[src/design/usart_spi_pkg.sv]
// shared constants, mode carrier and helpers for the spi-mode serial channel
// assumes a single peripheral clock domain; pins are synchronised in the top
package usart_spi_pkg;
  localparam int DATA_W = 9;
  localparam int WAIT_W = 16;
  localparam int DIV_W = 16;
  localparam int PRESCALE = 8;
  localparam logic [1:0] CLKSRC_DIV = 2'h1;
  localparam logic [1:0] CLKSRC_EXT = 2'h3;
  localparam logic [3:0] BASE_BITS = 4'h5;
  localparam logic [3:0] NINE_BITS = 4'h9;
  localparam logic [8:0] FULL_MASK = 9'h1FF;
  localparam logic [15:0] WAIT_RST = 16'h0000;

  typedef struct packed {
    logic spi_master;
    logic cpol;
    logic cpha;
    logic nine_bit;
    logic [1:0] char_length_field;
    logic [1:0] clock_source_select;
    logic serial_clock_output_enable;
    logic [DIV_W-1:0] clock_divisor;
  } chan_mode_s;

  typedef enum logic [1:0] {
    SPI_MODE0,
    SPI_MODE1,
    SPI_MODE2,
    SPI_MODE3
  } spi_mode_e;

  function automatic logic [3:0] char_bits(input logic nine,
                                           input logic [1:0] len);
    return nine ? NINE_BITS : BASE_BITS + {2'h0, len};
  endfunction

  function automatic logic [8:0] char_mask(input logic [3:0] nbits);
    return FULL_MASK >> (NINE_BITS - nbits);
  endfunction

  function automatic spi_mode_e proto_mode(input logic cpol,
                                           input logic cpha);
    return spi_mode_e'({cpol, ~cpha});
  endfunction
endpackage

[src/design/rx_idle_timer.sv]
// receiver idle time-out: 16-bit down-counter clocked by bit periods
// assumes bit tick, character and command pulses come from the same clock
`timescale 1ns/1ps
module rx_idle_timer (
  input wire logic i_mclk, // peripheral clock
  input wire logic i_reset_n, // synchronous reset, active low
  input wire logic i_bit_tick, // one pulse per bit period
  input wire logic i_char_rx, // character received pulse
  input wire logic i_arm, // arm_wait_on_next_char pulse
  input wire logic i_reload, // reload_restart_wait pulse
  input wire logic [usart_spi_pkg::WAIT_W-1:0] i_wait_value, // idle_wait_value
  output logic o_timeout // idle time-out flag
);
  import usart_spi_pkg::*;

  logic [WAIT_W-1:0] count_reg;
  logic run_reg;
  logic timeout_reg;
  logic disabled;
  logic load;
  logic hit;

  assign disabled = (i_wait_value == WAIT_RST);
  assign load = i_reload || i_char_rx;
  assign hit = !disabled && run_reg && i_bit_tick && (count_reg == 16'h0001);
  assign o_timeout = timeout_reg;

  always_ff @(posedge i_mclk) begin
    if (!i_reset_n) begin
      count_reg <= WAIT_RST;
      run_reg <= 1'b0;
    end else if (disabled) begin
      count_reg <= WAIT_RST;
      run_reg <= 1'b0;
    end else if (load) begin
      count_reg <= i_wait_value;
      run_reg <= 1'b1;
    end else if (i_arm) begin
      run_reg <= 1'b0;
    end else if (run_reg && i_bit_tick) begin
      count_reg <= count_reg - 16'h0001;
      if (count_reg == 16'h0001) begin
        run_reg <= 1'b0;
      end
    end
  end

  // a zero crossing in the same cycle as a clearing command still sets
  always_ff @(posedge i_mclk) begin
    if (!i_reset_n || disabled) begin
      timeout_reg <= 1'b0;
    end else begin
      timeout_reg <= hit || (timeout_reg && !(i_arm || i_reload));
    end
  end

  disabled_flag_a: assert property (
    @(posedge i_mclk) disable iff (!i_reset_n)
    disabled |=> !timeout_reg) else $error("flag set while disabled");
  reload_load_a: assert property (
    @(posedge i_mclk) disable iff (!i_reset_n)
    (i_reload && !disabled) |=> run_reg && count_reg == $past(i_wait_value))
    else $error("reload did not restart");
  arm_stop_a: assert property (
    @(posedge i_mclk) disable iff (!i_reset_n)
    (i_arm && !load && !disabled) |=> !run_reg ##1
    ($stable(count_reg) || $past(load) || $past(disabled)))
    else $error("arm did not stop counter");
  zero_flag_a: assert property (
    @(posedge i_mclk) disable iff (!i_reset_n)
    hit |=> timeout_reg && (count_reg == WAIT_RST || $past(load || i_arm)))
    else $error("zero reached without flag");
  tick_dec_a: assert property (
    @(posedge i_mclk) disable iff (!i_reset_n)
    (run_reg && i_bit_tick && !load && !i_arm && !disabled) |=>
    count_reg == $past(count_reg) - 16'h0001)
    else $error("counter did not decrement");
  timeout_seen_c: cover property (@(posedge i_mclk) disable iff (!i_reset_n)
    hit ##1 timeout_reg);
endmodule

[src/design/usart_spi_channel.sv]
// spi-mode serial channel with receiver idle time-out
// assumes mode and command inputs come from logic on i_mclk; pins are async
//
// Contract
// detect receive idle, raise idle time-out flag to mark end of frame.
// zero wait value disables time-out detection and holds the flag low.
// nonzero value loads 16-bit counter, decrements per bit, reloads per char.
// counter reaching zero sets the idle time-out flag.
// arm command stops counter until next character; no early time-out.
// reload command restarts countdown immediately for periodic time-outs.
// spi baud generator works as in synchronous mode.
// master software avoids external clock select and enables clock output.
// master software programs clock divisor of at least six.
// divided clock needs even divisor for 50:50 duty; odd allowed otherwise.
// slave uses external serial clock, ignoring source select and divisor.
// external master keeps serial clock six times below system clock.
// shift up to nine data bits with no start, parity or stop.
// length field sets bit count; nine-bit control forces nine bits.
// most significant bit always goes out first.
// four modes map polarity and phase as 0:01, 1:00, 2:11, 3:10.
// master and slave use matching polarity and phase settings.
`timescale 1ns/1ps
module usart_spi_channel (
  input wire logic i_mclk, // peripheral clock, 250 MHz
  input wire logic i_reset_n, // synchronous reset, active low
  input usart_spi_pkg::chan_mode_s i_mode, // channel mode fields
  input wire logic [usart_spi_pkg::WAIT_W-1:0] i_idle_wait_value, // wait
  input wire logic i_arm_wait_on_next_char, // command pulse
  input wire logic i_reload_restart_wait, // command pulse
  input wire logic [usart_spi_pkg::DATA_W-1:0] i_tx_data, // character out
  input wire logic i_tx_valid, // character offered
  output logic o_tx_ready, // character accepted when valid
  output logic [usart_spi_pkg::DATA_W-1:0] o_rx_data, // character in
  output logic o_rx_valid, // one-cycle receive pulse
  output logic o_idle_timeout, // idle time-out status flag
  output usart_spi_pkg::spi_mode_e o_protocol_mode, // current bus mode
  input wire logic i_rxd, // receive data pin
  output logic o_txd, // transmit data pin
  input wire logic i_sck, // serial clock pin, input side
  output logic o_sck, // serial clock pin, output side
  output logic o_sck_oe, // serial clock drive enable, high drives
  input wire logic i_sel_n // slave select pin, active low
);
  import usart_spi_pkg::*;

  typedef enum logic {ST_IDLE, ST_SHIFT} xfer_e;

  logic rxd_s1, rxd_s2, sck_s1, sck_s2, sck_s3, sel_s1, sel_s2;
  logic [$clog2(PRESCALE)-1:0] pre_cnt_reg;
  logic [DIV_W-1:0] div_cnt_reg;
  logic sck_reg, oe_reg;
  xfer_e state_reg;
  logic [3:0] bit_cnt_reg;
  logic first_change_reg;
  logic loaded_reg;
  logic [DATA_W-1:0] tx_shift_reg, rx_shift_reg, rx_data_reg;
  logic rx_valid_reg, tx_ready_reg;
  spi_mode_e mode_reg;
  logic [3:0] nbits;
  logic src_tick, wrap_ev, half_ev, gen_edge, master;
  logic lead_ev, trail_ev, sample_ev, change_ev, char_done, master_end;
  logic tx_take, bit_tick;
  logic [DATA_W-1:0] tx_just;

  // pin synchronisers; the second stage feeds logic, and a third sck stage feeds edge detection
  always_ff @(posedge i_mclk) begin
    rxd_s1 <= i_rxd;
    rxd_s2 <= rxd_s1;
    sck_s1 <= i_sck;
    sck_s2 <= sck_s1;
    sck_s3 <= sck_s2;
    sel_s1 <= i_sel_n;
    sel_s2 <= sel_s1;
  end

  assign master = i_mode.spi_master;
  assign nbits = char_bits(i_mode.nine_bit,
                           i_mode.char_length_field);
  assign tx_just = i_tx_data << (NINE_BITS - nbits);
  assign tx_take = tx_ready_reg && i_tx_valid;

  // baud generator: source clock is the peripheral clock or its prescaled copy
  assign src_tick = (i_mode.clock_source_select != CLKSRC_DIV) ||
                    (pre_cnt_reg == ($clog2(PRESCALE))'(PRESCALE - 1));
  assign wrap_ev = src_tick && (i_mode.clock_divisor != '0) &&
                   ((div_cnt_reg + 16'h0001) == i_mode.clock_divisor);
  // odd divisors give an uneven duty; software keeps them even when prescaled
  assign half_ev = src_tick && (i_mode.clock_divisor > 16'h0001) &&
                   ((div_cnt_reg + 16'h0001) == (i_mode.clock_divisor >> 1));
  assign gen_edge = master && (state_reg == ST_SHIFT) && (wrap_ev || half_ev);

  always_ff @(posedge i_mclk) begin
    if (!i_reset_n) begin
      pre_cnt_reg <= '0;
      div_cnt_reg <= '0;
    end else begin
      pre_cnt_reg <= src_tick ? '0 : pre_cnt_reg + 1'b1;
      if (wrap_ev) begin
        div_cnt_reg <= '0;
      end else if (src_tick) begin
        div_cnt_reg <= div_cnt_reg + 16'h0001;
      end
    end
  end

  // edge events: generated in master, synchronised pin edges in slave
  always_comb begin
    if (master) begin
      lead_ev = gen_edge && (sck_reg == i_mode.cpol);
      trail_ev = gen_edge && (sck_reg != i_mode.cpol);
    end else begin
      lead_ev = (state_reg == ST_SHIFT) && (sck_s2 != sck_s3) &&
                (sck_s3 == i_mode.cpol);
      trail_ev = (state_reg == ST_SHIFT) && (sck_s2 != sck_s3) &&
                 (sck_s3 != i_mode.cpol);
    end
  end

  // cpha high samples on the leading edge, low samples on the trailing one
  assign sample_ev = i_mode.cpha ? lead_ev : trail_ev;
  assign change_ev = i_mode.cpha ? trail_ev : lead_ev;
  assign char_done = sample_ev && (bit_cnt_reg == nbits - 4'h1);
  assign master_end = master && trail_ev &&
                      (bit_cnt_reg == nbits || char_done);
  // slave bit periods follow the external clock, master ones the generator
  assign bit_tick = master ? wrap_ev : lead_ev;

  always_ff @(posedge i_mclk) begin
    if (!i_reset_n) begin
      state_reg <= ST_IDLE;
    end else if (master) begin
      if (state_reg == ST_IDLE && loaded_reg) begin
        state_reg <= ST_SHIFT;
      end else if (master_end) begin
        state_reg <= ST_IDLE;
      end
    end else begin
      state_reg <= sel_s2 ? ST_IDLE : ST_SHIFT;
    end
  end

  always_ff @(posedge i_mclk) begin
    if (!i_reset_n) begin
      sck_reg <= 1'b0;
      oe_reg <= 1'b0;
    end else begin
      oe_reg <= master && i_mode.serial_clock_output_enable;
      if (!master || state_reg == ST_IDLE) begin
        sck_reg <= i_mode.cpol;
      end else if (gen_edge) begin
        sck_reg <= !sck_reg;
      end
    end
  end

  always_ff @(posedge i_mclk) begin
    if (!i_reset_n || state_reg == ST_IDLE || master_end) begin
      bit_cnt_reg <= 4'h0;
    end else if (char_done) begin
      bit_cnt_reg <= master ? nbits : 4'h0;
    end else if (sample_ev) begin
      bit_cnt_reg <= bit_cnt_reg + 4'h1;
    end
  end

  // transmit: left-justified so the top bit is always the next one out
  always_ff @(posedge i_mclk) begin
    if (!i_reset_n) begin
      tx_shift_reg <= '0;
      loaded_reg <= 1'b0;
      first_change_reg <= 1'b1;
      tx_ready_reg <= 1'b0;
    end else begin
      tx_ready_reg <= !loaded_reg && !tx_take &&
                      (!master || state_reg == ST_IDLE);
      if (tx_take) begin
        tx_shift_reg <= tx_just;
        loaded_reg <= 1'b1;
        first_change_reg <= 1'b1;
      end else if (state_reg == ST_IDLE) begin
        first_change_reg <= 1'b1;
        if (master && loaded_reg) begin
          loaded_reg <= 1'b0;
        end
      end else if (!master && char_done) begin
        // the queued character has just gone out; idle characters send zeros
        tx_shift_reg <= '0;
        loaded_reg <= 1'b0;
        first_change_reg <= 1'b1;
      end else if (change_ev) begin
        first_change_reg <= 1'b0;
        if (!(first_change_reg && !i_mode.cpha)) begin
          tx_shift_reg <= tx_shift_reg << 1;
        end
      end
    end
  end

  // receive
  always_ff @(posedge i_mclk) begin
    if (!i_reset_n) begin
      rx_shift_reg <= '0;
      rx_data_reg <= '0;
      rx_valid_reg <= 1'b0;
    end else begin
      rx_valid_reg <= char_done;
      if (sample_ev) begin
        rx_shift_reg <= {rx_shift_reg[DATA_W-2:0], rxd_s2};
      end
      if (char_done) begin
        rx_data_reg <= {rx_shift_reg[DATA_W-2:0], rxd_s2} &
                       char_mask(nbits);
      end
    end
  end

  always_ff @(posedge i_mclk) begin
    if (!i_reset_n) begin
      mode_reg <= SPI_MODE0;
    end else begin
      mode_reg <= proto_mode(i_mode.cpol, i_mode.cpha);
    end
  end

  rx_idle_timer u_idle_timer (
    .i_mclk(i_mclk),
    .i_reset_n(i_reset_n),
    .i_bit_tick(bit_tick),
    .i_char_rx(char_done),
    .i_arm(i_arm_wait_on_next_char),
    .i_reload(i_reload_restart_wait),
    .i_wait_value(i_idle_wait_value),
    .o_timeout(o_idle_timeout)
  );

  assign o_tx_ready = tx_ready_reg;
  assign o_rx_data = rx_data_reg;
  assign o_rx_valid = rx_valid_reg;
  assign o_protocol_mode = mode_reg;
  assign o_txd = tx_shift_reg[DATA_W-1];
  assign o_sck = sck_reg;
  assign o_sck_oe = oe_reg;

  msb_first_a: assert property (
    @(posedge i_mclk) disable iff (!i_reset_n)
    tx_take |=> o_txd == $past(i_tx_data[nbits - 4'h1]))
    else $error("first bit out is not the msb");
  slave_clock_a: assert property (
    @(posedge i_mclk) disable iff (!i_reset_n)
    !master |=> !o_sck_oe && o_sck == $past(i_mode.cpol))
    else $error("slave drives serial clock");
  // the reset edge itself is skipped: the mode register holds its reset value
  mode_map_a: assert property (
    @(posedge i_mclk) disable iff (!i_reset_n)
    i_reset_n |=> o_protocol_mode == ($past(i_mode.cpol) ?
    ($past(i_mode.cpha) ? SPI_MODE2 : SPI_MODE3) :
    ($past(i_mode.cpha) ? SPI_MODE0 : SPI_MODE1)))
    else $error("wrong protocol mode");
  char_len_a: assert property (
    @(posedge i_mclk) disable iff (!i_reset_n)
    o_rx_valid |-> (o_rx_data & ~$past(char_mask(nbits))) == '0)
    else $error("received bits beyond length");
  rx_after_sample_a: assert property (
    @(posedge i_mclk) disable iff (!i_reset_n)
    o_rx_valid |-> $past(sample_ev) &&
    $past(bit_cnt_reg) == $past(nbits) - 4'h1)
    else $error("character ended off count");
  idle_clock_a: assert property (
    @(posedge i_mclk) disable iff (!i_reset_n)
    (master && state_reg == ST_IDLE) |=> o_sck == $past(i_mode.cpol))
    else $error("master clock not idle at polarity");
  master_char_c: cover property (@(posedge i_mclk) disable iff (!i_reset_n)
    master && tx_take ##[1:400] master_end);
  slave_char_c: cover property (@(posedge i_mclk) disable iff (!i_reset_n)
    !master && o_rx_valid);
  mode3_c: cover property (@(posedge i_mclk) disable iff (!i_reset_n)
    o_protocol_mode == SPI_MODE3 && o_rx_valid);
endmodule

[config.mk]
export PLATFORM = sky130hd
export DESIGN_NAME = usart_spi_channel
export DESIGN_NICKNAME = d
export VERILOG_FILES = /design/src/design/usart_spi_pkg.sv /design/src/design/rx_idle_timer.sv /design/src/design/usart_spi_channel.sv
export SDC_FILE = /design/constraint.sdc
export NUM_CORES = 1
export LEC_CHECK = 0
export BUFFER_PORTS_ARGS = -buffer_cell sky130_fd_sc_hd__buf_2
export CORE_MARGIN = 10
export CORE_UTILIZATION = 60
export DETAILED_ROUTE_END_ITERATION = 10
export PLACE_DENSITY = 0.83
export SYNTH_ARGS = -nofsm -noshare
export SYNTH_HDL_FRONTEND = slang
export SYNTH_SLANG_ARGS = --single-unit
[constraint.sdc]
create_clock -name i_mclk -period 6.39 [get_ports i_mclk]
set_clock_uncertainty 0.05 [all_clocks]
set_input_delay 0.9585 -clock i_mclk [delete_from_list [all_inputs] [get_ports i_mclk]]
set_output_delay 0.9585 -clock i_mclk [all_outputs]
set_load 0.05 [all_outputs]
Word-level counts from Yosys, hierarchy flattened

Index checks and enable logic that the tools add are counted.

$add $sub $neg: 7
$lt $le $gt $ge: 1
Eq/ne operators: 16
Shifts and indexed selects: 2
Mux-type cells: 31
Bitwise operators: 4
Reductions and logical operators: 63

Operator list:

| cell                                                            | number |
|---|---|
| two-way mux 16 bit                                              | 3 |
| two-way mux 9 bit                                               | 5 |
| logical AND 1 bit                                               | 27 |
| two-way mux 1 bit                                               | 19 |
| adder 16 x 1 -> 16 bit (second input constant)                  | 1 |
| == test 16 x 1 -> 1 bit (second input constant)                 | 1 |
| == test 16 x 15 -> 1 bit                                        | 1 |
| == test 16 bit                                                  | 1 |
| greater-than comparator 16 x 1 -> 1 bit (second input constant) | 1 |
| logical NOT 16 bit                                              | 1 |
| two-way mux 4 bit                                               | 4 |
| nonzero test 16 bit                                             | 1 |
| subtractor 16 x 1 -> 16 bit (second input constant)             | 1 |
| nonzero test 3 bit                                              | 4 |
| logical OR 1 bit                                                | 10 |
| bitwise AND 9 bit                                               | 1 |
| << shifter 9 x 4 -> 9 bit                                       | 1 |
| right shift 9 x 4 -> 9 bit (first input constant)               | 1 |
| == test 4 bit                                                   | 2 |
| logical NOT 1 bit                                               | 8 |
| nonzero test 2 bit                                              | 4 |
| != test 3 x 1 -> 1 bit (second input constant)                  | 2 |
| AND reduction 2 bit                                             | 3 |
| OR reduction 2 bit                                              | 3 |
| other kinds (13)                                                | 19 |

Flip-flop bits (word level): 83
Bits of input ports: 58
Output and inout bits: 17
Word-level logic and storage cells: 148

Depth between registers and ports, before layout

Word-level depth: 15
Gate-level depth with buffers: 13
Depth with buffers taken out: 12

Hierarchy

A second synthesis with hierarchy kept.

Cells, all modules: 650
Area total of the unflattened synthesis: 5472.7 um2

Modules (own cells, without submodules):

| module            | instances | cells each | area each (um2) | seq. area each (um2) |
|---|---|---|---|---|
| usart_spi_channel | 1         | 528        | 4470.5          | 1301.2 |
| rx_idle_timer     | 1         | 122        | 1002.2          | 360.3 |

Worst setup path before layout

OpenSTA, ideal clock, no wires.

Kind: input-to-reg
From: in i_mode[19] in the netlist's numbering
To: reg tx_shift_reg[4]
Library setup time: 128 ps
Arrival time: 3734 ps
Data required time: 6212 ps
Slack: 2478 ps
Cell stages on the path: 13
Path buffers: 2
Cell sequence: ha_1 -> nand2b_1 -> clkbuf_1 -> ha_1 -> xor3_1 -> a31oi_1 -> nor3_1 -> a21oi_1 -> o21ai_0 -> nor3_2 -> buf_2 -> mux2i_1 -> nor2_1

Word-level cells in the longest chain between the ends: 9
Elaborated cells on any way between the ends: 14
Classes of those cells: 3 x add/sub; 2 x eq/ne; 1 x shift; 4 x mux; 4 x reduce/logical

Ends and longest elaborated chain:

| item                      | line                     | text |
|---|---|---|
| start, declared           | usart_spi_channel.sv:26  | `input usart_spi_pkg::chan_mode_s i_mode,` |
| adder 3 x 2 -> 4 bit (*)  | usart_spi_pkg.sv:35      | `return nine ? NINE_BITS : BASE_BITS + {2'h0, len};` |
| two-way mux 4 bit (*)     | usart_spi_pkg.sv:35      |  |
| subtractor 4 x 1 -> 4 bit | usart_spi_channel.sv:122 | `assign char_done = sample_ev && (bit_cnt_reg == nbits - 4'h1);` |
| == test 4 bit             | usart_spi_channel.sv:122 |  |
| logical AND 1 bit         | usart_spi_channel.sv:122 |  |
| logical AND 1 bit         | usart_spi_channel.sv:185 | `end else if (!master && char_done) begin` |
| two-way mux 9 bit         | usart_spi_channel.sv:185 |  |
| two-way mux 9 bit         | usart_spi_channel.sv:180 | `end else if (state_reg == ST_IDLE) begin` |
| two-way mux 9 bit         | usart_spi_channel.sv:176 | `if (tx_take) begin` |
| end signal, assigned      | usart_spi_channel.sv:177 | `tx_shift_reg <= tx_just;` |
| end signal, assigned      | usart_spi_channel.sv:193 | `tx_shift_reg <= tx_shift_reg << 1;` |
| end, declared             | usart_spi_channel.sv:56  | `logic [DATA_W-1:0] tx_shift_reg, rx_shift_reg, rx_data_reg;` |

Mark *: on every way between the ends. The rest lies on a longest branch, timed or not. The select of a mux whose other input is x is not followed.
A chain may end at the register's enable or synchronous reset.

Worst setup path in the final report

From: in i_mode[19] in the netlist's numbering
To: reg tx_shift_reg[3]

Same word-level chain as after synthesis.

==> results.sh <==
export IMPL_status="finished clean"
export IMPL_synth_warnings=0
export IMPL_cpPeakStageDelay_ns=0.76
export IMPL_synthTopCellsByArea="dfxtp_1, xnor2_1, mux2i_1"
export IMPL_cts_repair_resized=0
export IMPL_overflow=0
export IMPL_ys_ff_latch=83
export IMPL_cts_buffer_depth=2
export IMPL_tns_ns=0
export IMPL_ys_seq_area_share_pct=30.0
export IMPL_drive_gt1_share_pct=17.6
export IMPL_vias=5009
export IMPL_cts_sinks=83
export IMPL_ant_nets=0
export IMPL_synth_edf_count=0
export IMPL_grt_pass1_wl_microns=23700
export IMPL_p_sw_share_pct=27.8
export IMPL_io_pins=75
export IMPL_reg2reg_setup_slack_ns=2.07
export IMPL_clk_pin_slew_ns=0.08
export IMPL_dr_pass1_iters=5
export IMPL_min_from="rxd_s1$_DFF_P_"
export IMPL_grt_pass1_vias=4990
export IMPL_synth_top_area_share_pct=30.0
export IMPL_n_antenna_cell=0
export IMPL_cts_hold_buffers_added=0
export IMPL_reg2reg_to="u_idle_timer.count_reg[13]$_SDFFE_PP0P_"
export IMPL_start_util_pct=62.6
export IMPL_postSynthCellCount=650
export IMPL_critPathArrivalTime_ns=4.89
export IMPL_max_freq_mhz=213
export IMPL_grt_usage_pct=21.2
export IMPL_dp_hpwl_microns=10600
export IMPL_synth_area_per_cell_sq_um=8.52
export IMPL_cap_violations=0
export IMPL_relSlewSlack_pct=23.2
export IMPL_synth_area_sq_mm=0.00554
export IMPL_fin_util_pct=68.3
export IMPL_path_class="input pin to register"
export IMPL_coreArea_sq_mm=0.00885
export IMPL_seqPwrFrac_pct=47.8
export IMPL_setup_violations=0
export IMPL_viasPerCell=6.21
export IMPL_drt_iter0_drc=314
export IMPL_r2r_start="div_cnt_reg[0]$_SDFFE_PP0P_"
export IMPL_cp_slowest_cell="nor3_2"
export IMPL_yosysTopAreaCell="dfxtp_1"
export IMPL_ctsHtreeMaxLevel=3
export IMPL_hold_path_class="register to register"
export IMPL_period_share_pct=73.6
export IMPL_reg2regPathDepth=10
export IMPL_slew_viol_final=0
export IMPL_gp_congestion=0.974
export IMPL_fin_crit_ns=4.70
export IMPL_synthArstFlopShare_pct=0
export IMPL_synthToLayoutAreaGrowth_pct=9.06
export IMPL_p_per_area_mw_per_mm2=192
export IMPL_synth_distinct_cells=77
export IMPL_cts_setup_buffers=0
export IMPL_wl_per_cell_microns=17.5
export IMPL_ir_drop_v=0.000117
export IMPL_hold_path_depth=0
export IMPL_p_leak_nw=2.36
export IMPL_rsz0062_at_grt="no"
export IMPL_crit_required_ns=6.57
export IMPL_comb_power_share_pct=17.7
export IMPL_synth_ff_type="dfxtp_1"
export IMPL_grt_max_degree=28
export IMPL_cp_cell_sequence="buf_2 > ha_1 > nor2_1 > inv_1 > ha_1 > xor3_1 > a31oi_1 > nor3_1 > buf_4 > a21oi_1 > o21ai_0 > nor3_2 > a221oi_1 > a211oi_1"
export IMPL_finalHoldViolations=0
export IMPL_fin_cells=807
export IMPL_nets=768
export IMPL_cts_tree="built"
export IMPL_dpl_cell_count=793
export IMPL_drc=0
export IMPL_port_buffers=74
export IMPL_min_delay_worst_endpoint="rxd_s2$_DFF_P_"
export IMPL_intPower_mw=0.836
export IMPL_final_common_cell="dfxtp_1"
export IMPL_cp_common_cell="ha_1"
export IMPL_row_count=34
export IMPL_synth_nets=722
export IMPL_die_height_microns=116
export IMPL_cts_root_buf="clkbuf_8"
export IMPL_endpoint_kind="register"
export IMPL_die_area_sq_mm=0.0135
export IMPL_cp_max_fo=14
export IMPL_layout_common_cells="dfxtp_1, buf_2, nor2_1"
export IMPL_p_sw_mw=0.322
export IMPL_numCtsBuffers=9
export IMPL_fp_dieW_microns=116
export IMPL_start_kind="input pin"
export IMPL_clock_latency_ns=0.34
export IMPL_wl_microns=14200
export IMPL_antenna_found_initial=0
export IMPL_power_share_clock_pct=34.5
export IMPL_timing_worst_slew_pin_value_ns=1.15
Yosys cell counts (14+ instances only):
cell / instances
dfxtp_1: 83
nor2_1: 67
xnor2_1: 47
nand2_1: 46
nand3_1: 28
mux2i_1: 26
o21ai_0: 23
a21oi_1: 22
nor3_1: 22
nor4_1: 22
clkbuf_1: 21
xor2_1: 20
nand4_1: 16
a211oi_1: 15
inv_1: 15
ha_1: 14
metal layers:
metal	vias to the layer above	wire (microns)	global-route usage, %	share of wire, %
li1	2462	-	-	-
met1	2310	6160	26.7	43
met2	210	6750	35.1	48
met3	27	990	4.60	7.0
met4	0	269	7.34	1.9
met5	-	0	0	0
layout make-up:
cell class / instances / area, sq um
Fill cell: 761 / 2810
Inverter: 19 / 71.3
Clock inverter: 5 / 80.1
Sequential cell: 83 / 1660
Timing Repair Buffer: 76 / 385
Multi-Input combinational cell: 507 / 3580
Clock buffer: 9 / 124
Tap cell: 108 / 135
worst max-delay path: cells and delay by family:
family	cells	cell delay [ns]
xor gates and xnor gates	1	0.36
buffers and inverters	3	0.48
adders and majority gates	2	0.46
and+or+nand+nor	3	1.10
AOI/OAI and AO/OA	5	1.53
kinds of logic after synthesis:
group	Yosys count	synth area share, %
muxes	29	5.72
buffers and inverters	60	5.31
xor gates and xnor gates	74	13.4
and+or+nand+nor	272	27.6
adders and majority gates	14	3.16
DFF	83	30.0
AOI/OAI and AO/OA	118	14.8
through the flow:
stage | area, sq um | setup WS, ns | hold slack (ns) | power [mW]
CTS | 6040 | 1.75 | 0.282 | 1.16
floorplan | 5540 | 2.48 | 0.260 | 0.709
detailed placement | 5840 | 1.50 | 0.262 | 0.767
finish | 6040 | 1.69 | 0.282 | 1.16
global placement | 5840 | 1.84 | 0.261 | 0.759
global route | 6040 | 1.29 | 0.290 | 1.20
power by group through the flow:
| stage | sequential [mW] | combinational (mW) | clock, mW |
|---|---|---|---|
| after global placement | 0.564 | 0.195 | 0 |
| after floorplan | 0.568 | 0.141 | 0 |
| final | 0.554 | 0.204 | 0.400 |
| after global routing | 0.556 | 0.226 | 0.423 |
| after detailed placement | 0.565 | 0.202 | 0 |
| after CTS | 0.553 | 0.203 | 0.403 |
worst max-delay path by stage:
| stage | from | endpoint | slack (ns) | depth (start not counted) |
|---|---|---|---|---|
| detailed placement | i_mode[19] | tx_shift_reg[3]$_SDFFE_PN0P_ | 1.50 | 14 |
| floorplan | i_mode[19] | tx_shift_reg[4]$_SDFFE_PN0P_ | 2.48 | 13 |
| global route | i_mode[19] | tx_shift_reg[3]$_SDFFE_PN0P_ | 1.29 | 14 |
| global placement | i_mode[19] | tx_shift_reg[4]$_SDFFE_PN0P_ | 1.84 | 14 |
| finish | i_mode[19] | tx_shift_reg[3]$_SDFFE_PN0P_ | 1.69 | 14 |
| CTS | i_mode[19] | tx_shift_reg[3]$_SDFFE_PN0P_ | 1.75 | 14 |
(Power assumes the default switching activity.)
